## config.mk

```make
export PLATFORM = sky130hd
export DESIGN_NAME = system_clock_select
export DESIGN_NICKNAME = d
export VERILOG_FILES = /design/src/rtl/clk_sel_pkg.sv /design/src/rtl/system_clock_select.sv
export SDC_FILE = /design/constraint.sdc
export NUM_CORES = 1
export LEC_CHECK = 0
export BUFFER_PORTS_ARGS = -buffer_cell sky130_fd_sc_hd__clkbuf_2
export CAP_MARGIN = 0
export CORE_UTILIZATION = 50
export DETAILED_ROUTE_END_ITERATION = 10
export PLACE_DENSITY = 0.89
export SETUP_SLACK_MARGIN = 0.5
export SYNTH_ARGS = -nofsm -noshare
export SYNTH_HDL_FRONTEND = slang
export SYNTH_SLANG_ARGS = --single-unit
```

## constraint.sdc

```tcl
create_clock -name ref_clk -period 1.9 [get_ports ref_clk]
set_input_delay 0.38 -clock ref_clk [delete_from_list [all_inputs] [get_ports ref_clk]]
set_output_delay 0.38 -clock ref_clk [all_outputs]
set_load 0.1 [all_outputs]
```

## src/rtl/clk_sel_pkg.sv

```systemverilog
// Constants, register layout and source codes of the system clock select block.
// Assumes one 125 MHz bus clock and oscillator levels sampled in that domain.
package clk_sel_pkg;

    localparam int ADDR_W = 4;
    localparam logic [3:0] CTRL_OFFSET = 4'h0;
    localparam logic [3:0] STATUS_OFFSET = 4'h4;
    localparam logic [7:0] CTRL_RESET = 8'h00;

    localparam int FTYPE_BIT = 7;
    localparam int FSUB_BIT = 6;
    localparam int MODE_BIT = 5;
    localparam int STYPE_BIT = 4;
    localparam int STOP_BIT = 3;
    localparam int PSC_MSB = 2;

    localparam logic [1:0] RESP_OKAY = 2'h0;
    localparam logic [1:0] RESP_SLVERR = 2'h2;

    // Source codes index the oscillator level vector.
    localparam logic [2:0] SEL_FRC = 3'h0;
    localparam logic [2:0] SEL_FXT = 3'h1;
    localparam logic [2:0] SEL_RFC = 3'h2;
    localparam logic [2:0] SEL_SRC = 3'h3;
    localparam logic [2:0] SEL_SXT = 3'h4;

    localparam logic [2:0] PSC_DIV32 = 3'h0;
    localparam logic [2:0] PSC_DIV16 = 3'h1;
    localparam logic [2:0] PSC_DIV8 = 3'h2;
    localparam logic [2:0] PSC_DIV4 = 3'h3;
    localparam logic [2:0] PSC_DIV2 = 3'h4;
    localparam logic [2:0] PSC_RESET = 3'h0;

    // Edges per half period, minus one, for each divide ratio.
    localparam logic [4:0] HALF_M1_DIV32 = 5'h1f;
    localparam logic [4:0] HALF_M1_DIV16 = 5'h0f;
    localparam logic [4:0] HALF_M1_DIV8 = 5'h07;
    localparam logic [4:0] HALF_M1_DIV4 = 5'h03;
    localparam logic [4:0] HALF_M1_DIV2 = 5'h01;
    localparam logic [4:0] HALF_M1_DIV1 = 5'h00;

    typedef enum logic [1:0] {
        st_run = 2'b01,
        st_switch = 2'b10
    } sw_state_e;

endpackage : clk_sel_pkg

```

## src/rtl/system_clock_select.sv

```systemverilog
// System clock source select with prescaler and an AXI4-Lite register slave.
// Oscillator levels arrive already synchronous to ref_clk; the system clock
// is rebuilt from their sampled edges, so each source must run below 62.5 MHz.
module system_clock_select (
    input wire logic ref_clk,
    input wire logic rst_n,
    input wire logic awvalid,
    output logic awready,
    input wire logic [3:0] awaddr,
    input wire logic wvalid,
    output logic wready,
    input wire logic [31:0] wdata,
    input wire logic [3:0] wstrb,
    output logic bvalid,
    input wire logic bready,
    output logic [1:0] bresp,
    input wire logic arvalid,
    output logic arready,
    input wire logic [3:0] araddr,
    output logic rvalid,
    input wire logic rready,
    output logic [31:0] rdata,
    output logic [1:0] rresp,
    input wire logic idle_mode,
    input wire logic internal_fast_rc_osc,
    input wire logic fast_crystal_osc,
    input wire logic alternative_rc_fast_osc,
    input wire logic internal_slow_rc_osc,
    input wire logic slow_crystal_osc,
    output logic internal_fast_rc_en,
    output logic fast_crystal_en,
    output logic alternative_rc_fast_en,
    output logic internal_slow_rc_en,
    output logic slow_crystal_en,
    output logic fast_crystal_pins,
    output logic slow_crystal_pins,
    output logic sys_clk_out
);

    function automatic logic [4:0] half_m1(input logic [2:0] psc);
        case (psc)
            clk_sel_pkg::PSC_DIV32: half_m1 = clk_sel_pkg::HALF_M1_DIV32;
            clk_sel_pkg::PSC_DIV16: half_m1 = clk_sel_pkg::HALF_M1_DIV16;
            clk_sel_pkg::PSC_DIV8: half_m1 = clk_sel_pkg::HALF_M1_DIV8;
            clk_sel_pkg::PSC_DIV4: half_m1 = clk_sel_pkg::HALF_M1_DIV4;
            clk_sel_pkg::PSC_DIV2: half_m1 = clk_sel_pkg::HALF_M1_DIV2;
            default: half_m1 = clk_sel_pkg::HALF_M1_DIV1;
        endcase
    endfunction : half_m1

    function automatic logic src_level(input logic [2:0] sel, input logic [4:0] lv);
        case (sel)
            clk_sel_pkg::SEL_FRC: src_level = lv[0];
            clk_sel_pkg::SEL_FXT: src_level = lv[1];
            clk_sel_pkg::SEL_RFC: src_level = lv[2];
            clk_sel_pkg::SEL_SRC: src_level = lv[3];
            default: src_level = lv[4];
        endcase
    endfunction : src_level

    logic [7:0] ctrl_reg;
    logic [7:0] ctrl_next;
    logic aw_full_reg;
    logic w_full_reg;
    logic [3:0] awaddr_reg;
    logic [7:0] wdata_reg;
    logic wstrb0_reg;
    logic wr_fire;
    logic ctrl_wr;
    clk_sel_pkg::sw_state_e state_reg;
    logic [2:0] active_src_reg;
    logic [2:0] active_psc_reg;
    logic [4:0] edge_cnt_reg;
    logic lvl_prev_reg;
    logic [2:0] req_src;
    logic [4:0] osc_vec;
    logic lvl;
    logic src_edge;
    logic tog;
    logic halt;
    logic active_slow;
    logic mode;
    logic ftype;
    logic fsub;
    logic stype;
    logic stop;
    logic [2:0] psc;

    assign mode = ctrl_reg[clk_sel_pkg::MODE_BIT];
    assign ftype = ctrl_reg[clk_sel_pkg::FTYPE_BIT];
    assign fsub = ctrl_reg[clk_sel_pkg::FSUB_BIT];
    assign stype = ctrl_reg[clk_sel_pkg::STYPE_BIT];
    assign stop = ctrl_reg[clk_sel_pkg::STOP_BIT];
    assign psc = ctrl_reg[clk_sel_pkg::PSC_MSB:0];

    assign wr_fire = aw_full_reg && w_full_reg && !bvalid;
    assign ctrl_wr = wr_fire && (awaddr_reg == clk_sel_pkg::CTRL_OFFSET) && wstrb0_reg;

    // Write channels are taken independently and held until the response is accepted.
    always_ff @(posedge ref_clk) begin
        if (!rst_n) begin
            awready <= 1'b1;
            wready <= 1'b1;
            aw_full_reg <= 1'b0;
            w_full_reg <= 1'b0;
            awaddr_reg <= 4'h0;
            wdata_reg <= 8'h00;
            wstrb0_reg <= 1'b0;
            bvalid <= 1'b0;
            bresp <= clk_sel_pkg::RESP_OKAY;
        end else begin
            if (awvalid && awready) begin
                aw_full_reg <= 1'b1;
                awaddr_reg <= awaddr;
                awready <= 1'b0;
            end
            if (wvalid && wready) begin
                w_full_reg <= 1'b1;
                wdata_reg <= wdata[7:0];
                wstrb0_reg <= wstrb[0];
                wready <= 1'b0;
            end
            if (wr_fire) begin
                aw_full_reg <= 1'b0;
                w_full_reg <= 1'b0;
                bvalid <= 1'b1;
                if (awaddr_reg == clk_sel_pkg::CTRL_OFFSET) begin
                    bresp <= clk_sel_pkg::RESP_OKAY;
                end else begin
                    bresp <= clk_sel_pkg::RESP_SLVERR;
                end
            end
            if (bvalid && bready) begin
                bvalid <= 1'b0;
                awready <= 1'b1;
                wready <= 1'b1;
            end
        end
    end

    // Gated bits keep their old value; the rest of the write still lands.
    always_comb begin
        ctrl_next = wdata_reg;
        if (mode) begin
            ctrl_next[clk_sel_pkg::FTYPE_BIT] = ftype;
        end
        if (stop && !ftype) begin
            ctrl_next[clk_sel_pkg::MODE_BIT] = mode;
        end
    end

    always_ff @(posedge ref_clk) begin
        if (!rst_n) begin
            ctrl_reg <= clk_sel_pkg::CTRL_RESET;
        end else if (ctrl_wr) begin
            ctrl_reg <= ctrl_next;
        end
    end

    always_ff @(posedge ref_clk) begin
        if (!rst_n) begin
            arready <= 1'b1;
            rvalid <= 1'b0;
            rdata <= 32'h0;
            rresp <= clk_sel_pkg::RESP_OKAY;
        end else if (arvalid && arready) begin
            arready <= 1'b0;
            rvalid <= 1'b1;
            rresp <= clk_sel_pkg::RESP_OKAY;
            if (araddr == clk_sel_pkg::CTRL_OFFSET) begin
                rdata <= {24'h0, ctrl_reg};
            end else if (araddr == clk_sel_pkg::STATUS_OFFSET) begin
                rdata <= {25'h0, state_reg == clk_sel_pkg::st_switch,
                          active_psc_reg, active_src_reg};
            end else begin
                rdata <= 32'h0;
                rresp <= clk_sel_pkg::RESP_SLVERR;
            end
        end else if (rvalid && rready) begin
            rvalid <= 1'b0;
            arready <= 1'b1;
        end
    end

    always_comb begin
        if (mode) begin
            if (ftype) begin
                req_src = clk_sel_pkg::SEL_RFC;
            end else if (fsub) begin
                req_src = clk_sel_pkg::SEL_FXT;
            end else begin
                req_src = clk_sel_pkg::SEL_FRC;
            end
        end else if (stype) begin
            req_src = clk_sel_pkg::SEL_SXT;
        end else begin
            req_src = clk_sel_pkg::SEL_SRC;
        end
    end

    assign osc_vec = {slow_crystal_osc, internal_slow_rc_osc, alternative_rc_fast_osc,
                      fast_crystal_osc, internal_fast_rc_osc};
    assign lvl = src_level(active_src_reg, osc_vec);
    assign src_edge = lvl != lvl_prev_reg;
    assign tog = src_edge && (edge_cnt_reg == half_m1(active_psc_reg));

    // A new source or ratio is taken only at the falling edge of the output,
    // so the old high phase ends whole and the new low phase is counted whole.
    always_ff @(posedge ref_clk) begin
        if (!rst_n) begin
            state_reg <= clk_sel_pkg::st_run;
            active_src_reg <= clk_sel_pkg::SEL_SRC;
            active_psc_reg <= clk_sel_pkg::PSC_RESET;
            edge_cnt_reg <= 5'h00;
            // Track the source level through reset so no false edge follows release.
            lvl_prev_reg <= lvl;
            sys_clk_out <= 1'b0;
        end else begin
            lvl_prev_reg <= lvl;
            if (tog) begin
                edge_cnt_reg <= 5'h00;
                sys_clk_out <= !sys_clk_out;
            end else if (src_edge) begin
                edge_cnt_reg <= edge_cnt_reg + 5'h01;
            end
            case (state_reg)
                clk_sel_pkg::st_run: begin
                    if (req_src != active_src_reg || psc != active_psc_reg) begin
                        state_reg <= clk_sel_pkg::st_switch;
                    end
                end
                clk_sel_pkg::st_switch: begin
                    if (tog && sys_clk_out) begin
                        active_src_reg <= req_src;
                        active_psc_reg <= psc;
                        lvl_prev_reg <= src_level(req_src, osc_vec);
                        state_reg <= clk_sel_pkg::st_run;
                    end
                end
                default: state_reg <= clk_sel_pkg::st_run;
            endcase
        end
    end

    // Outside idle_mode the halt waits until the slow clock is really driving the output, so a
    // pending switch away from a fast source keeps its old clock; with stop set, idle_mode halts the
    // internal fast RC and fast crystal oscillators at once, even one driving the output.
    assign active_slow = active_src_reg == clk_sel_pkg::SEL_SRC ||
                         active_src_reg == clk_sel_pkg::SEL_SXT;
    assign halt = stop && (idle_mode || (!mode && active_slow));

    always_ff @(posedge ref_clk) begin
        if (!rst_n) begin
            internal_fast_rc_en <= 1'b1;
            fast_crystal_en <= 1'b0;
            alternative_rc_fast_en <= 1'b0;
            internal_slow_rc_en <= 1'b1;
            slow_crystal_en <= 1'b0;
            fast_crystal_pins <= 1'b0;
            slow_crystal_pins <= 1'b0;
        end else begin
            internal_fast_rc_en <= (!fsub || active_src_reg == clk_sel_pkg::SEL_FRC) &&
                                   !halt;
            fast_crystal_en <= (fsub || active_src_reg == clk_sel_pkg::SEL_FXT) &&
                               !halt;
            alternative_rc_fast_en <= ftype || active_src_reg == clk_sel_pkg::SEL_RFC;
            internal_slow_rc_en <= !stype || active_src_reg == clk_sel_pkg::SEL_SRC;
            slow_crystal_en <= stype || active_src_reg == clk_sel_pkg::SEL_SXT;
            fast_crystal_pins <= fsub;
            slow_crystal_pins <= stype;
        end
    end
endmodule : system_clock_select
```

==> results.json <==
{
  "status": "completed",
  "insertion_delay_ns": 0.34,
  "grt_pass1_wl_um": 11000,
  "endpoint_kind": "flip-flop",
  "cts.clk_slew.worst_paths_ns": 0.07,
  "ys_seq_elements": 60,
  "cts_hold_buf": 0,
  "synthArstFlopShare_pct": 0,
  "cts_buffers": 9,
  "ys_warn_count": 0,
  "finalMaxSlewViolations": 0,
  "period_share_pct": 94.5,
  "cts.sinks": 60,
  "layout-drive-gt1-share_pct": 31.4,
  "hold_violations": 0,
  "cellInternalPower_mw": 2.05,
  "wl_per_cell_um": 14.3,
  "worstSetupStartpointType": "flip-flop",
  "synth_cell_types": 47,
  "synth.avg_cell_area_um2": 8.51,
  "nFillCells": 459,
  "drt_iter0_drc": 121,
  "fin_skew_ns": 0.00939,
  "drc": 0,
  "crit_fanout": 4,
  "start_util_pct": 52.9,
  "cp_slowest_stage_delay_ns": 0.44,
  "place_area_um2": 3240,
  "ys.flop_type": "dfxtp_1",
  "routed_wl_um": 7010,
  "dieHeight_um": 79.1,
  "yosys-top-cells-count": "dfxtp_1 (60), nand2_1 (44), a21oi_1 (36), nor2_1 (32), buf_4 (29)",
  "p_sw_mw": 1.00,
  "diodes": 0,
  "netlist_area_um2": 2970,
  "port_buffers": 52,
  "synthMuxAreaShare_pct": 8.89,
  "arrival_ns": 2.07,
  "ant_nets": 0,
  "synth_top_area_share_pct": 40.5,
  "syn_inst": 349,
  "final_nets": 470,
  "grt_pass1_vias": 2514,
  "period_needed_ns": 1.80,
  "hold_depth": 2,
  "rsz0062_at_grt": "yes",
  "power.density_nw_per_um2": 814,
  "crit_chain": "mux2i_4 > xnor2_4 > buf_4 > o221ai_2 > or4_1 > a21oi_2",
  "worstSetupPathType": "flip-flop to flip-flop",
  "pin_count": 106,
  "antenna_found_initial": 0,
  "pwr-share-seq_pct": 44.2,
  "htree_levels": 3,
  "max_cap_violations": 0,
  "synthAdderAreaFrac_pct": 0.421,
  "vias": 2596,
  "synth_area_leader_cell": "dfxtp_1",
  "clockRootBuffer": "clkbuf_8",
  "finalInstanceArea_um2": 3750,
  "grt_max_degree": 32,
  "yosysMostFrequentCell": "dfxtp_1",
  "die_area_um2": 6250,
  "required_ns": 2.18,
  "hp-class": "primary input to flip-flop",
  "rr_worst_depth": 6,
  "synth_edf_count": 0,
  "ir_drop_v": 0.000479,
  "cts_max_path_buffers": 2,
  "cts_tree": "done",
  "syn2layout_area_growth_pct": 26.3,
  "dpl.hpwl_um": 4590,
  "vias_per_cell": 5.31,
  "finish.utilization_pct": 66.8,
  "gr-total-overflow": 0,
  "p_leak_nw": 1.56,
  "fp-row-count": 27,
  "timing.fmax_ghz": 0.557,
  "synthTopCellsByArea": "dfxtp_1 (40%), mux2i_1 (7.8%), buf_4 (7.3%), a21oi_1 (6.1%), nand2_1 (5.6%)",
  "slowest_stage": "or4_1",
  "power.share.clock_pct": 35.6,
  "synth_top_family_by_area": "simple AND/OR/NAND/NOR gates",
  "finalSetupTns_ns": 0,
  "die_w_um": 79.1,
  "synth-compound-area-share_pct": 13.5,
  "first_pass_iters": 4,
  "p_comb_share_pct": 20.2,
  "routabilityCongestion": 0.896,
  "yosys.area_share.simple_pct": 20.8,
  "track_usage_pct": 23.1,
  "setup_viol": 0,
  "synthXorXnorAreaFrac_pct": 2.95,
  "core_um2": 5610,
  "r2r_setup_slack_ns": 0.10,
  "netSwitchingFraction_pct": 32.9,
  "ys_seq_area_share_pct": 40.5
}
[cell usage in the layout (no fill, tap or decap), drive strengths merged, types with 2 or more instances in the layout]
master | Yosys | routed
dfxtp | 60 | 60
clkbuf | 8 | 56
nand2 | 44 | 44
a21oi | 37 | 37
nor2 | 32 | 32
buf | 39 | 27
conb | 1 | 26
mux2i | 23 | 23
inv | 12 | 12
o21ai | 10 | 10
nor3 | 8 | 8
nand3 | 6 | 6
a211oi | 6 | 6
xnor2 | 6 | 6
nand2b | 5 | 5
nor4 | 5 | 5
xor2 | 4 | 4
nor4b | 4 | 4
o31ai | 4 | 4
clkinv | 1 | 4
and3 | 3 | 4
or3 | 3 | 3
mux2 | 3 | 3
or4 | 3 | 3
nor2b | 2 | 2
o211a | 2 | 2
and2 | 2 | 2
o22ai | 2 | 2
a22oi | 2 | 2
or2 | 2 | 2
o221ai | 1 | 2
[timing repair]
action / 4_1_cts / 5_1_grt
buffers inserted: 2 / 6
endpoints found under the setup margin: 48 / 32
gates resized for setup: 45 / 28
cloned: 2 / 0
pin swaps: 4 / 6
[power groups by stage]
stage          registers, mW  clock network (mW)  logic [mW]
2_1_floorplan           1.44                   0       0.451
3_3_place_gp            1.37                   0       0.552
3_5_place_dp            1.37                   0       0.564
4_1_cts                 1.35                1.11       0.606
5_1_grt                 1.35                1.17       0.650
6_report                1.35                1.09       0.618
[worst max-delay path, delay by kind of cell (launching register included)]
family / cells / cell delay [ns]
and+or+nand+nor: 1 / 0.44
DFF: 1 / 0.39
xor gates and xnor gates: 1 / 0.17
buffers and inverters: 1 / 0.16
AOI/OAI and AO/OA: 2 / 0.26
muxes: 1 / 0.31
[logic make-up (layout without fill, tap and decap cells)]
| logic type | after synthesis | after routing |
|---|---|---|
| and+or+nand+nor | 124 | 125 |
| muxes | 26 | 26 |
| AOI/OAI and AO/OA | 67 | 68 |
| other | 1 | 26 |
| adders and majority gates | 1 | 1 |
| xor gates and xnor gates | 10 | 10 |
| DFF | 60 | 60 |
| buffers and inverters | 60 | 101 |
[routing by layer]
metal / track usage, % / part of all wire (%) / up-vias
met3: 4.71 / 5.9 / 21
met4: 17.6 / 3.5 / 0
met1: 25.5 / 40 / 1202
met2: 38.7 / 50 / 97
met5: 0 / 0 / -
li1: - / - / 1276
[per-stage QoR]
step	total power, mW	cells	hold slack (ns)	worst slack [ns]
2_1_floorplan	1.89	374	0.433	0.202
3_3_place_gp	1.92	463	0.443	0.121
3_5_place_dp	1.94	463	0.447	0.0326
4_1_cts	3.07	483	0.227	0.123
5_1_grt	3.17	489	0.234	0.0389
6_report	3.05	489	0.237	0.105
[worst paths after layout]
| kind | startpoint | endpoint |
|---|---|---|
| worst min register to register | wdata_reg[5] | wdata_reg[5] |
| worst min-delay path | wvalid | wready |
| worst max register to register | active_src_reg[1] | edge_cnt_reg[4] |
| worst max-delay path | active_src_reg[1] | edge_cnt_reg[4] |
[area by class of cell]
type                    instances  area, um2  area share (%)
multi-input cells             256       1670            44.5
inverters                      13       48.8            1.30
repair buffers                 72        523            14.0
well taps                      72       90.1            2.40
clock buffers                  11        131            3.50
clock inverters                 5       52.6            1.40
flip-flops and latches         60       1230            32.9
Note: power is estimated with default switching activity, not from simulation.
